--- src/hw/ets_defines.svh ---
// constants for the embedded trigger sampler: register map, field positions, sizes
// assumes a 32-bit apb slave with byte addresses and word-aligned registers
`ifndef ETS_DEFINES_SVH
`define ETS_DEFINES_SVH

// build sizes
`define ETS_WATCH_W     8
`define ETS_BP_W        4
`define ETS_DEPTH       16
`define ETS_IDX_W       4
`define ETS_NUM_COND    4
`define ETS_NUM_STATES  4
`define ETS_ST_W        2
`define ETS_CNT_W       8
`define ETS_CNT_BUILT   1
`define ETS_COMPRESS    0
`define ETS_TBL_AW      7
`define ETS_TBL_DEPTH   128
`define ETS_ENTRY_W     13

// register byte offsets
`define ETS_OFS_CTRL     12'h000
`define ETS_OFS_STATUS   12'h004
`define ETS_OFS_CNT_INIT 12'h008
`define ETS_OFS_TBL_ADDR 12'h00C
`define ETS_OFS_TBL_DATA 12'h010
`define ETS_OFS_BUF_IDX  12'h014
`define ETS_OFS_BUF_DATA 12'h018
`define ETS_OFS_CAPS     12'h01C
`define ETS_OFS_COND0    12'h020
`define ETS_OFS_COND_END 12'h030

// control fields
`define ETS_CTRL_ARM     0
`define ETS_CTRL_STOP    1
`define ETS_CTRL_QUAL    2
`define ETS_CTRL_ALWAYS  3
`define ETS_CTRL_FALL    4
`define ETS_CTRL_MODE_LO 5
`define ETS_CTRL_MODE_HI 6

// condition word fields
`define ETS_COND_VAL_LO  0
`define ETS_COND_MSK_LO  8
`define ETS_COND_BP_LO   16

// reset values
`define ETS_CTRL_RST     32'h0000_0000
`define ETS_COND_RST     32'h0000_0000

`endif

--- src/hw/ets_pkg.sv ---
// types shared by the embedded trigger sampler modules
// assumes ets_defines.svh is on the include path
`include "ets_defines.svh"

package ets_pkg;

    // trigger flavour chosen by software
    typedef enum logic [1:0] {
        MODE_SIMPLE,
        MODE_COUNTER,
        MODE_STATE_MACHINE,
        MODE_SPARE
    } trig_mode_e;

    // one word of the trigger lookup table
    typedef struct packed {
        logic [`ETS_ST_W-1:0]  nstate;
        logic                  trigger;
        logic                  cnten;
        logic                  cntld;
        logic [`ETS_CNT_W-1:0] cntval;
    } tbl_entry_s;

    // one captured sample
    typedef struct packed {
        logic [`ETS_BP_W-1:0]    bp;
        logic [`ETS_WATCH_W-1:0] watch;
    } sample_s;

endpackage

--- src/hw/ets_trigger_table.sv ---
// lookup table of the trigger state machine, flip-flop storage
// assumes writes from the register side and a combinational lookup on the same clock
module ets_trigger_table
    import ets_pkg::*;
(
    input  wire logic                     i_clk,
    input  wire logic                     i_rst_n,
    input  wire logic                     i_wr_en,
    input  wire logic [`ETS_TBL_AW-1:0]   i_wr_idx,
    input  wire tbl_entry_s               i_wr_data,
    input  wire logic [`ETS_TBL_AW-1:0]   i_lookup_idx,
    output tbl_entry_s                    o_entry
);

    tbl_entry_s table_reg [`ETS_TBL_DEPTH];

    // one storage word per table entry
    genvar g;
    generate
        for (g = 0; g < `ETS_TBL_DEPTH; g++) begin : g_entry
            always_ff @(posedge i_clk) begin
                if (!i_rst_n) begin
                    table_reg[g] <= '0;
                end else if (i_wr_en && (i_wr_idx == `ETS_TBL_AW'(g))) begin
                    table_reg[g] <= i_wr_data;
                end
            end
        end
    endgenerate

    // lookup addressed by conditions, zero flag and state
    assign o_entry = table_reg[i_lookup_idx];

endmodule // ets_trigger_table

--- src/hw/ets_sample_buffer.sv ---
// capture buffer of the sampler, flip-flop storage with one write and one read port
// assumes the write index comes from the capture control on the same clock
module ets_sample_buffer
    import ets_pkg::*;
(
    input  wire logic                   i_clk,
    input  wire logic                   i_wr_en,
    input  wire logic [`ETS_IDX_W-1:0]  i_wr_idx,
    input  wire sample_s                i_wr_data,
    input  wire logic [`ETS_IDX_W-1:0]  i_rd_idx,
    output sample_s                     o_rd_data
);

    sample_s buf_reg [`ETS_DEPTH];

    // capture write into the indexed entry
    always_ff @(posedge i_clk) begin
        if (i_wr_en) begin
            buf_reg[i_wr_idx] <= i_wr_data;
        end
    end

    // read for the register side
    assign o_rd_data = buf_reg[i_rd_idx];

endmodule // ets_sample_buffer

--- src/hw/embedded_trigger_sampler.sv ---
// embedded trigger sampler: signal capture with simple, counter and state-machine triggering
// assumes observed signals and the sample clock are asynchronous pins; apb on i_clk
module embedded_trigger_sampler
    import ets_pkg::*;
(
    input  wire logic                     i_clk,
    input  wire logic                     i_rst_n,
    input  wire logic                     i_sample_clk,
    input  wire logic [`ETS_WATCH_W-1:0]  i_watch,
    input  wire logic [`ETS_BP_W-1:0]     i_bp,
    input  wire logic                     i_psel,
    input  wire logic                     i_penable,
    input  wire logic                     i_pwrite,
    input  wire logic [11:0]              i_paddr,
    input  wire logic [31:0]              i_pwdata,
    output logic      [31:0]              o_prdata,
    output logic                          o_pready,
    output logic                          o_pslverr
);

    typedef enum logic [1:0] {
        CAP_IDLE,
        CAP_ARMED,
        CAP_FILL,
        CAP_DONE
    } cap_state_e;

    ////////////////////////////////////////////////////////////////////////////
    // declarations

    logic [2:0]                 sclk_sync_reg;
    sample_s                    in_meta_reg;
    sample_s                    in_sync_reg;
    logic                       sample_evt;

    logic [31:0]                ctrl_reg;
    logic [`ETS_CNT_W-1:0]      cnt_init_reg;
    logic [`ETS_TBL_AW-1:0]     tbl_addr_reg;
    logic [`ETS_IDX_W-1:0]      buf_idx_reg;
    logic [31:0]                cond_reg [`ETS_NUM_COND];

    logic                       ack_reg;
    logic [31:0]                prdata_reg;
    logic                       slverr_reg;
    logic                       setup;
    logic                       wr_fire;
    logic                       arm_pulse;
    logic                       stop_pulse;
    logic                       tbl_wr;
    logic [31:0]                rd_next;
    logic                       rd_hit;

    trig_mode_e                 mode;
    logic [`ETS_NUM_COND-1:0]   cond_hit;
    logic                       cnt_zero;
    logic [`ETS_CNT_W-1:0]      cnt_reg;
    logic [`ETS_ST_W-1:0]       tstate_reg;
    tbl_entry_s                 entry;
    logic                       trig;
    logic                       trig_prev_reg;
    logic                       trig_rise;
    logic                       running;

    cap_state_e                 cap_reg;
    logic [`ETS_IDX_W-1:0]      wptr_reg;
    logic                       buf_wr;
    logic [`ETS_IDX_W-1:0]      buf_wr_idx;
    sample_s                    buf_rd;

    ////////////////////////////////////////////////////////////////////////////
    // pin synchronisers

    // two flops on every observed pin, third flop only for edge compare
    always_ff @(posedge i_clk) begin
        if (!i_rst_n) begin
            sclk_sync_reg <= 3'h0;
            in_meta_reg   <= '0;
            in_sync_reg   <= '0;
        end else begin
            sclk_sync_reg <= {sclk_sync_reg[1:0], i_sample_clk};
            in_meta_reg   <= '{bp: i_bp, watch: i_watch};
            in_sync_reg   <= in_meta_reg;
        end
    end

    assign sample_evt = ctrl_reg[`ETS_CTRL_FALL] ? (sclk_sync_reg[2] & ~sclk_sync_reg[1])
                                                 : (sclk_sync_reg[1] & ~sclk_sync_reg[2]);

    ////////////////////////////////////////////////////////////////////////////
    // apb slave: one setup cycle, one access cycle

    assign setup      = i_psel & ~i_penable;
    assign wr_fire    = i_psel & i_penable & ack_reg & i_pwrite;
    assign arm_pulse  = wr_fire && (i_paddr == `ETS_OFS_CTRL) && i_pwdata[`ETS_CTRL_ARM];
    assign stop_pulse = wr_fire && (i_paddr == `ETS_OFS_CTRL) && i_pwdata[`ETS_CTRL_STOP];
    assign tbl_wr     = wr_fire && (i_paddr == `ETS_OFS_TBL_DATA);
    assign o_pready   = i_psel & i_penable & ack_reg;
    assign o_prdata   = prdata_reg;
    assign o_pslverr  = slverr_reg & o_pready;

    // read mux, decoded in the setup cycle
    always_comb begin
        rd_next = 32'h0000_0000;
        rd_hit  = 1'b1;
        unique case (i_paddr)
            `ETS_OFS_CTRL:     rd_next = ctrl_reg & ~32'h0000_0003;
            `ETS_OFS_STATUS:   rd_next = {8'h00, cnt_reg, 5'h00, cnt_zero, tstate_reg,
                                          wptr_reg, 2'h0, cap_reg};
            `ETS_OFS_CNT_INIT: rd_next = {24'h00_0000, cnt_init_reg};
            `ETS_OFS_TBL_ADDR: rd_next = {25'h000_0000, tbl_addr_reg};
            `ETS_OFS_TBL_DATA: rd_next = {19'h0_0000, entry};
            `ETS_OFS_BUF_IDX:  rd_next = {28'h000_0000, buf_idx_reg};
            `ETS_OFS_BUF_DATA: rd_next = {20'h0_0000, buf_rd};
            `ETS_OFS_CAPS:     rd_next = {15'h0000, 1'(`ETS_COMPRESS), 8'(`ETS_CNT_W),
                                          4'(`ETS_NUM_STATES - 1), 4'(`ETS_NUM_COND - 1)};
            default: begin
                if (i_paddr >= `ETS_OFS_COND0 && i_paddr < `ETS_OFS_COND_END && i_paddr[1:0] == 2'h0) begin
                    rd_next = cond_reg[i_paddr[3:2]];
                end else begin
                    rd_hit = 1'b0;
                end
            end
        endcase
    end

    // handshake and read data capture
    always_ff @(posedge i_clk) begin
        if (!i_rst_n) begin
            ack_reg    <= 1'b0;
            prdata_reg <= 32'h0000_0000;
            slverr_reg <= 1'b0;
        end else if (setup) begin
            ack_reg    <= 1'b1;
            prdata_reg <= i_pwrite ? 32'h0000_0000 : rd_next;
            slverr_reg <= ~rd_hit || (i_pwrite && i_paddr == `ETS_OFS_STATUS);
        end else if (o_pready) begin
            ack_reg    <= 1'b0;
        end
    end

    // writable configuration registers
    always_ff @(posedge i_clk) begin
        if (!i_rst_n) begin
            ctrl_reg     <= `ETS_CTRL_RST;
            cnt_init_reg <= 8'h00;
            buf_idx_reg  <= 4'h0;
        end else if (wr_fire) begin
            if (i_paddr == `ETS_OFS_CTRL)     ctrl_reg     <= i_pwdata & 32'h0000_007C;
            if (i_paddr == `ETS_OFS_CNT_INIT) cnt_init_reg <= i_pwdata[`ETS_CNT_W-1:0];
            if (i_paddr == `ETS_OFS_BUF_IDX)  buf_idx_reg  <= i_pwdata[`ETS_IDX_W-1:0];
        end
    end

    // table address, steps after each table data write
    always_ff @(posedge i_clk) begin
        if (!i_rst_n) begin
            tbl_addr_reg <= 7'h00;
        end else if (wr_fire && i_paddr == `ETS_OFS_TBL_ADDR) begin
            tbl_addr_reg <= i_pwdata[`ETS_TBL_AW-1:0];
        end else if (tbl_wr) begin
            tbl_addr_reg <= tbl_addr_reg + 7'h01;
        end
    end

    assign mode = trig_mode_e'(ctrl_reg[`ETS_CTRL_MODE_HI:`ETS_CTRL_MODE_LO]);

    ////////////////////////////////////////////////////////////////////////////
    // trigger conditions

    genvar c;
    generate
        // identical wiring, independent programming per condition
        for (c = 0; c < `ETS_NUM_COND; c++) begin : g_cond
            logic [`ETS_WATCH_W-1:0] val;
            logic [`ETS_WATCH_W-1:0] msk;
            logic [`ETS_BP_W-1:0]    bsel;
            assign val  = cond_reg[c][`ETS_COND_VAL_LO +: `ETS_WATCH_W];
            assign msk  = cond_reg[c][`ETS_COND_MSK_LO +: `ETS_WATCH_W];
            assign bsel = cond_reg[c][`ETS_COND_BP_LO +: `ETS_BP_W];

            always_ff @(posedge i_clk) begin
                if (!i_rst_n) begin
                    cond_reg[c] <= `ETS_COND_RST;
                end else if (wr_fire && i_paddr == (`ETS_OFS_COND0 + 12'(4 * c))) begin
                    cond_reg[c] <= i_pwdata & 32'h000F_FFFF;
                end
            end

            // all selected breakpoints and masked watch compare
            assign cond_hit[c] = (&(in_sync_reg.bp | ~bsel)) &&
                                 ((in_sync_reg.watch & msk) == (val & msk));
        end
    endgenerate

    ////////////////////////////////////////////////////////////////////////////
    // trigger state machine and counter

    assign running = (cap_reg != CAP_IDLE);
    assign cnt_zero = (cnt_reg == 8'h00);

    // state bits, zero flag, one address bit per condition in state-machine mode, else the table address
    ets_trigger_table u_table (
        .i_clk        (i_clk),
        .i_rst_n      (i_rst_n),
        .i_wr_en      (tbl_wr),
        .i_wr_idx     (tbl_addr_reg),
        .i_wr_data    (tbl_entry_s'(i_pwdata[`ETS_ENTRY_W-1:0])),
        .i_lookup_idx ((mode == MODE_STATE_MACHINE) ? {tstate_reg, cnt_zero, cond_hit} : tbl_addr_reg),
        .o_entry      (entry)
    );

    // state register width covers the state count
    always_ff @(posedge i_clk) begin
        if (!i_rst_n || arm_pulse) begin
            tstate_reg <= 2'h0;
        end else if (sample_evt && running && mode == MODE_STATE_MACHINE) begin
            tstate_reg <= entry.nstate;
        end
    end

    generate
        // counter only when built; its table fields used only then
        if (`ETS_CNT_BUILT != 0) begin : g_counter
            // counter mode counts condition hits down from the initial value
            always_ff @(posedge i_clk) begin
                if (!i_rst_n) begin
                    cnt_reg <= 8'h00;
                end else if (arm_pulse) begin
                    cnt_reg <= cnt_init_reg;
                end else if (sample_evt && running) begin
                    if (mode == MODE_STATE_MACHINE) begin
                        if (entry.cntld) begin
                            cnt_reg <= entry.cntval;
                        end else if (entry.cnten) begin
                            cnt_reg <= cnt_reg - 8'h01;
                        end
                    end else if (mode == MODE_COUNTER && cond_hit[0] && !cnt_zero) begin
                        cnt_reg <= cnt_reg - 8'h01;
                    end
                end
            end
        end else begin : g_no_counter
            assign cnt_reg = 8'h00;
        end
    endgenerate

    // trigger source per mode
    always_comb begin
        unique case (mode)
            MODE_SIMPLE:        trig = cond_hit[0];
            // condition once the count is spent
            MODE_COUNTER:       trig = cond_hit[0] & cnt_zero;
            MODE_STATE_MACHINE: trig = entry.trigger;
            default:            trig = 1'b0;
        endcase
    end

    // previous trigger value at the last sample edge
    always_ff @(posedge i_clk) begin
        if (!i_rst_n || arm_pulse) begin
            trig_prev_reg <= 1'b0;
        end else if (sample_evt) begin
            trig_prev_reg <= trig;
        end
    end

    assign trig_rise = trig & ~trig_prev_reg;

    ////////////////////////////////////////////////////////////////////////////
    // capture control

    ets_sample_buffer u_buffer (
        .i_clk     (i_clk),
        .i_wr_en   (buf_wr),
        .i_wr_idx  (buf_wr_idx),
        .i_wr_data (in_sync_reg),
        .i_rd_idx  (buf_idx_reg),
        .o_rd_data (buf_rd)
    );

    // write decision on each sample edge
    always_comb begin
        buf_wr     = 1'b0;
        buf_wr_idx = wptr_reg;
        if (sample_evt) begin
            unique case (cap_reg)
                CAP_ARMED: begin
                    buf_wr     = trig;
                    buf_wr_idx = 4'h0;
                end
                CAP_FILL: begin
                    // in always-armed mode a fresh rising trigger restarts the snapshot
                    if (ctrl_reg[`ETS_CTRL_ALWAYS] && trig_rise) begin
                        buf_wr     = 1'b1;
                        buf_wr_idx = 4'h0;
                    // qualified mode stores only on true condition
                    end else begin
                        buf_wr = ~ctrl_reg[`ETS_CTRL_QUAL] | trig;
                    end
                end
                CAP_DONE: begin
                    buf_wr     = ctrl_reg[`ETS_CTRL_ALWAYS] & trig_rise;
                    buf_wr_idx = 4'h0;
                end
                CAP_IDLE: begin
                    buf_wr = 1'b0;
                end
            endcase
        end
    end

    // capture state and write pointer
    always_ff @(posedge i_clk) begin
        if (!i_rst_n || stop_pulse) begin
            cap_reg  <= CAP_IDLE;
            wptr_reg <= 4'h0;
        end else if (arm_pulse) begin
            cap_reg  <= CAP_ARMED;
            wptr_reg <= 4'h0;
        end else if (buf_wr) begin
            if (buf_wr_idx == 4'hF) begin
                cap_reg  <= CAP_DONE;
                wptr_reg <= 4'h0;
            end else begin
                // keep filling from the next entry after each stored sample short of the last
                cap_reg  <= CAP_FILL;
                wptr_reg <= buf_wr_idx + 4'h1;
            end
        end
    end

endmodule // embedded_trigger_sampler

--- config.mk ---
export PLATFORM = sky130hd
export DESIGN_NAME = embedded_trigger_sampler
export DESIGN_NICKNAME = d
export VERILOG_FILES = /design/src/hw/ets_pkg.sv /design/src/hw/ets_trigger_table.sv /design/src/hw/ets_sample_buffer.sv /design/src/hw/embedded_trigger_sampler.sv
export VERILOG_INCLUDE_DIRS = /design/src /design/src/hw
export SDC_FILE = /design/constraint.sdc
export NUM_CORES = 2
export LEC_CHECK = 0
export ABC_AREA = 1
export BUFFER_PORTS_ARGS = -buffer_cell sky130_fd_sc_hd__buf_4
export CAP_MARGIN = 20
export CORE_ASPECT_RATIO = 1.25
export CORE_MARGIN = 2
export CORE_UTILIZATION = 30
export CTS_BUF_LIST = sky130_fd_sc_hd__clkbuf_4
export DETAILED_ROUTE_END_ITERATION = 12
export GPL_TIMING_DRIVEN = 1
export SYNTH_ARGS = -nofsm -noshare
export SYNTH_HDL_FRONTEND = slang
export SYNTH_SLANG_ARGS = --single-unit
--- constraint.sdc ---
create_clock -name i_clk -period 10.2 [get_ports i_clk]
set_input_delay 2.04 -clock i_clk [delete_from_list [all_inputs] [get_ports i_clk]]
set_output_delay 2.04 -clock i_clk [all_outputs]
set_load 0.005 [all_outputs]
Word level (Yosys, flattened, before mapping)
Memories as Yosys holds them, arrays and structs flattened. A register that Yosys moved wholly into a read port is not among the register bits.
Index checks and enable logic that the tools add are counted.
{"block": "op_classes", "addsub": 3, "order_cmp": 2, "n_eq_ne": 149, "n_mux": 561, "bitwise_logic": 165, "n_reduce_logical": 177}
{"operator": "$mux 13", "count": 128}
{"operator": "$eq 7x7->1 const B", "count": 64}
{"operator": "$mux 1", "count": 409}
{"operator": "$pmux 32 s8", "count": 1}
{"operator": "$eq 7x6->1 const B", "count": 32}
{"operator": "$logic_and 1x1->1", "count": 149}
{"operator": "$or 1x1->1", "count": 133}
{"operator": "$eq 7x5->1 const B", "count": 16}
{"operator": "$mux 20", "count": 4}
{"operator": "$and 8x8->8", "count": 8}
{"operator": "$mux 32", "count": 2}
{"operator": "$eq 7x4->1 const B", "count": 8}
{"operator": "$eq 12x5->1 const B", "count": 4}
{"operator": "$eq 12x6->1 const B", "count": 4}
{"operator": "$mux 8", "count": 6}
{"operator": "$eq 8x8->1", "count": 4}
{"operator": "$eq 7x3->1 const B", "count": 4}
{"operator": "$eq 12x4->1 const B", "count": 2}
{"operator": "$mux 7", "count": 3}
{"operator": "$mux 4", "count": 5}
{"operator": "$not 4->4", "count": 4}
{"operator": "$or 4x4->4", "count": 4}
{"operator": "$reduce_and 4->1", "count": 4}
{"operator": "$eq 7x2->1 const B", "count": 2}
{"operator": "other kinds (28)", "count": 57}
{"block": "totals", "ff_bits": 102, "ramBits": 1936, "in_bits": 62, "out_inout_bits": 34, "elab_cells": 1078, "n_memories": 3}
{"memory": "u_table.table_reg", "words": 128, "word_bits": 13, "rd": 1, "rd_ports_with_merged_regs": 0, "wr": 128, "line": "ets_trigger_table.sv:15", "rtl": "tbl_entry_s table_reg [`ETS_TBL_DEPTH];"}
{"memory": "u_buffer.buf_reg", "words": 16, "word_bits": 12, "rd": 1, "rd_ports_with_merged_regs": 1, "wr": 1, "line": "ets_sample_buffer.sv:14", "rtl": "sample_s buf_reg [`ETS_DEPTH];"}
{"memory": "cond_reg", "words": 4, "word_bits": 20, "rd": 5, "rd_ports_with_merged_regs": 0, "wr": 4, "line": "embedded_trigger_sampler.sv:40", "rtl": "logic [31:0] cond_reg [`ETS_NUM_COND];"}

Longest topological paths before layout
An unclocked memory read counts as a cell.
{"block": "depth", "depth_word": 17, "depth_mapped": 33, "depth_no_buf": 31}

Cells and area by module
From an unflattened synthesis, not the netlist that was laid out.
{"block": "unflattened", "cells_unflattened": 9779, "area_unflattened_um2": 92849.0}
{"module": "ets_trigger_table", "instances": 1, "cells_per_inst": 7869, "area_each_um2": 75786.4, "seq_area_each_um2": 49967.9}
{"module": "embedded_trigger_sampler", "instances": 1, "cells_per_inst": 1109, "area_each_um2": 8740.9, "seq_area_each_um2": 4284.1}
{"module": "ets_sample_buffer", "instances": 1, "cells_per_inst": 801, "area_each_um2": 8321.7, "seq_area_each_um2": 5765.5}

Worst setup path after synthesis
OpenSTA, ideal clock, no wires.
{"block": "synth_timing", "path_type": "input to register", "from": "input port i_paddr[9]", "to": "memory u_table.table_reg[100][0] (netlist bit) (enable)", "setup_time_ps": 401, "arrival_time_ps": 4503, "t_required_ps": 9799, "slack_ps": 5295, "path_stages": 10, "path_buffers": 1, "path_cell_list": "nor4_1 inv_1 nor3_1 inv_1 nor2_1 nand2_1 clkinv_1 clkbuf_1 nand4_1 o21ai_0"}
{"item": "from (decl)", "line": "embedded_trigger_sampler.sv:14", "rtl": "input wire logic [11:0] i_paddr,"}
{"item": "to (decl)", "line": "ets_trigger_table.sv:15"}

Worst setup path in the final report
{"block": "layout_timing", "from": "register in_sync_reg[4] (netlist bit)", "to": "memory u_buffer.buf_reg[6][2] (netlist bit) (enable)"}
{"block": "layout_via", "elab_chain_cells": 13, "word_cells_on_any_way": 28}
{"item": "from (decl)", "line": "embedded_trigger_sampler.sv:33", "rtl": "sample_s in_sync_reg;"}
{"item": "from (signal assigned)", "line": "embedded_trigger_sampler.sv:82", "rtl": "in_sync_reg <= in_meta_reg;"}
{"item": "$and 8x8->8", "line": "embedded_trigger_sampler.sv:191", "rtl": "((in_sync_reg.watch & msk) == (val & msk));"}
{"item": "$eq 8x8->1", "line": "embedded_trigger_sampler.sv:191"}
{"item": "$logic_and 1x1->1", "line": "embedded_trigger_sampler.sv:190", "rtl": "assign cond_hit[c] = (&(in_sync_reg.bp | ~bsel)) &&"}
{"item": "$mux 7", "line": "embedded_trigger_sampler.sv:208", "rtl": ".i_lookup_idx ((mode == MODE_STATE_MACHINE) ? {tstate_reg, cnt_zero, cond_hit} : tbl_addr_reg),"}
{"item": "$mem_v2 128x13"}
{"item": "$pmux 1 s3 (*)", "line": "embedded_trigger_sampler.sv:249", "rtl": "unique case (mode)"}
{"item": "$and 1x1->1", "line": "embedded_trigger_sampler.sv:267", "rtl": "assign trig_rise = trig & ~trig_prev_reg;"}
{"item": "$logic_and 1x1->1", "line": "embedded_trigger_sampler.sv:293", "rtl": "if (ctrl_reg[`ETS_CTRL_ALWAYS] && trig_rise) begin"}
{"item": "$mux 1", "line": "embedded_trigger_sampler.sv:293"}
{"item": "$pmux 1 s4", "line": "embedded_trigger_sampler.sv:286", "rtl": "unique case (cap_reg)"}
{"item": "$mux 1", "line": "embedded_trigger_sampler.sv:285", "rtl": "if (sample_evt) begin"}
{"item": "$mux 1", "line": "ets_sample_buffer.sv:18", "rtl": "if (i_wr_en) begin"}
{"item": "$mux 1 (not written as such)", "line": "ets_sample_buffer.sv:19", "rtl": "buf_reg[i_wr_idx] <= i_wr_data;"}
{"item": "to (decl)", "line": "ets_sample_buffer.sv:14"}
Every way passes the cells marked *; elsewhere a longest branch is shown, timed or not.

==> impl_results.md <==
* Run status: finished, final reports clean
* Top-count cell post-synth: nor2_1
* Clk Latency, worst-skew pair at 1.37 ns
* Fin crit share at 70.42%
* Placed Cells at 12310
* Detail Route Antenna Nets at 0
* Post-synth EDFFs at 1936
* Die area at 0.3079 mm^2
* CTS tree: done
* Hold-fix buffer count after cts at 0
* Leakage at 0.03569 uW
* Initial core utilization at 30.09%
* 1st-iter DRT viols at 8884
* Synthesis-to-layout area growth at 11.47%
* RSZ-0062 raised after global routing: false
* Routability cong. at 0.9599
* Max reg flops at 1664
* Worst path bufs/invs at 3
* Initial antenna violation count at 10
* Worst-case vdd ir drop at 79.91 uV
* Worst Path Required at 11.05 ns
* Area leader, netlist: edfxtp_1
* Total power at 16710 uW
* Port buffer count at 75
* CP Cell Sequence: inv_1 > a21oi_1 > nor2_1 > nand3_2 > nand2_2 > nand2_8 > buf_4 > nand2_1 > nand3_1 > nand3_1 > nand3_1 > nand3_1 > nand3_1 > nand3_1 > nand2_1 > nand2_1 > nand2_1 > nand2_1 > nand2_1 > nand3_2 > inv_1 > nand2_1 > nor2_1
* Register area share after synthesis at 66.01%
* Final std cells w/o fill at 13176
* Largest net degree at the start of global routing at 132
* CTS HTree Levels at 5
* Mapped Cells at 8780
* PwrDens at 164.6 mW/mm^2
* Ys Warns at 0
* Area of the multi-input gates at 0.02656 mm^2
* WL per Instance at 22.92 um
* # resized after CTS at 0
* Die Ht at 619.9 um
* F_max at 139.2 MHz
* Nets@finish at 8892
* Post-CTS setup buffers at 0
* Drt via density at 5.364
* Final HPWL DP at 176700 um
* Storage element area at 0.06010 mm^2
* Tot GR Track Use at 18.87%
* Worst Tran Pin Value at 1.318 ns
* CP Class: register to register
* Die width at 496.7 um
* Num CTS Buffers at 489
* Fill count at 30499
* Worst setup EP type: register
* I/O pin count at 96
* Primary FF master, synth: edfxtp_1
* DP Area at 0.09538 mm^2
* TritonRoute pass-1 iters at 9
* CORE AREA at 0.3026 mm^2
* Top cell by count, worst path: nand2_1
* Fraction of layout cells with a size suffix above 1 at 12.64%
* First-pass GRT wire length at 439200 um
* Maxcap violations at 0
* CP arrival at 8.04 ns
* Drc violations at 0
* Syn Area/Cell at 10.37 um^2
* Layout Skew at 0.1655 ns
* Worst Hold Class: register to register
* Top cells by count, synth: nor2_1 (2702), edfxtp_1 (1936), o21ai_0 (1112), clkbuf_1 (562), nand2_1 (431)
* Slowest CP cell: dfxtp_1
* Vias in the first global route at 68443
* Startpoint Class: register
* DR vias at 70672
* Hold_ws at 0.3757 ns
* Critical path's top delay family: simple AND/OR/NAND/NOR gates
* Reg2Reg Setup Slack at 3.02 ns
* Netlist cell types at 55
* Drt total wl at 302000 um
* Synthesis-stage register bit count at 2034
* CP max FO at 87
* Total grt overflow at 0
* Setup TNS at 0 ns
* Root Driver: clkbuf_4
* Share of the synthesized area in the top cell type at 63.85%
* Final hold vios at 0
* Post-synth ARST share at 0%
* Synthesized area at 0.09105 mm^2
* Final min period at 7.183 ns
* Clk buf depth at 4
* Most area-consuming cells after synthesis: edfxtp_1 (64%), nor2_1 (11%), o21ai_0 (6.1%)
* Final setup vio count at 0
* Fin. max-slew vios at 0
* Cell row count at 226
* Rel. slew slack at 11.83%
* Worst path max stage delay at 0.93 ns
* CTS Sinks at 2034
* Post-route cell area at 0.1015 mm^2
* Clk pin slew, worst setup/hold paths at 0.06 ns
[cell families (layout without fill, tap and decap cells)]
group                    count (synthesis)  after routing  share of synthesized area, %
flip-flops                            2034           2034                         66.01
AND/OR/NAND/NOR                       3645           3645                         15.85
multiplexers                            48             48                        0.5318
buffers and inverters                 1062           1443                         4.987
AO/OA/AOI/OAI                         1974           1974                         12.43
other                                    1             26                      0.004119
XOR/XNOR                                 7              7                       0.06734
adder cells (fa/ha/maj)                  9              9                        0.1237
[worst paths after layout]
kind | from | cells after the start | endpoint
max | in_sync_reg[4] | 23 | u_buffer.buf_reg[6][2]
min | in_meta_reg[10] | 2 | in_sync_reg[10]
max reg2reg | in_sync_reg[4] | 23 | u_buffer.buf_reg[6][2]
min reg2reg | in_meta_reg[10] | 2 | in_sync_reg[10]
[layer usage]
layer	wire length [um]	global-route usage (%)	vias up
li1	-	-	31157
met1	111800	23.34	34788
met2	143300	30.91	3984
met3	29640	3.458	737
met4	17310	10.64	6
met5	36	0	-
[power breakdown]
| part | switching [uW] | internal [uW] |
|---|---|---|
| clock network | 3300 | 3240 |
| registers | 93.9 | 9430 |
| logic | 504 | 137 |
| total | 3900 | 12800 |
[per-stage QoR]
stage	setup WS [ns]	utilization [%]
final	3.017	33.54
after global placement	3.017	31.50
after global routing	2.622	33.53
after CTS	2.800	33.50
after detailed placement	2.930	31.52
after floorplan	5.295	-
[placed cells by master (no fill, tap or decap), types with 78 or more instances in the layout]
cell / instances
inv_1: 230
edfxtp_1: 1936
o22ai_1: 329
o221ai_1: 78
o21ai_1: 196
o21ai_0: 984
nor2_1: 2699
clkbuf_4: 694
buf_4: 317
dfxtp_1: 96
o211ai_1: 152
nand2_1: 431
nand3_1: 423
a21oi_1: 122
clkinv_1: 112
[cell type report]
cell class,instances,share of cell area (%)
Timing Repair Buffer,340,2.723
Antenna cell,18,0.04438
Clock buffer,694,5.133
Sequential cell,2034,59.22
Inverter,265,1.050
Tap cell,3990,4.919
Multi-Input combinational cell,5691,26.17
Clock inverter,144,0.7471
[tightest hold or removal path: stages, from the launching register on]
cell and delay [ns]:
dfxtp_1 0.30, nand2_1 0.05, inv_1 0.04
No activity file was read; power rests on OpenSTA's default activity.
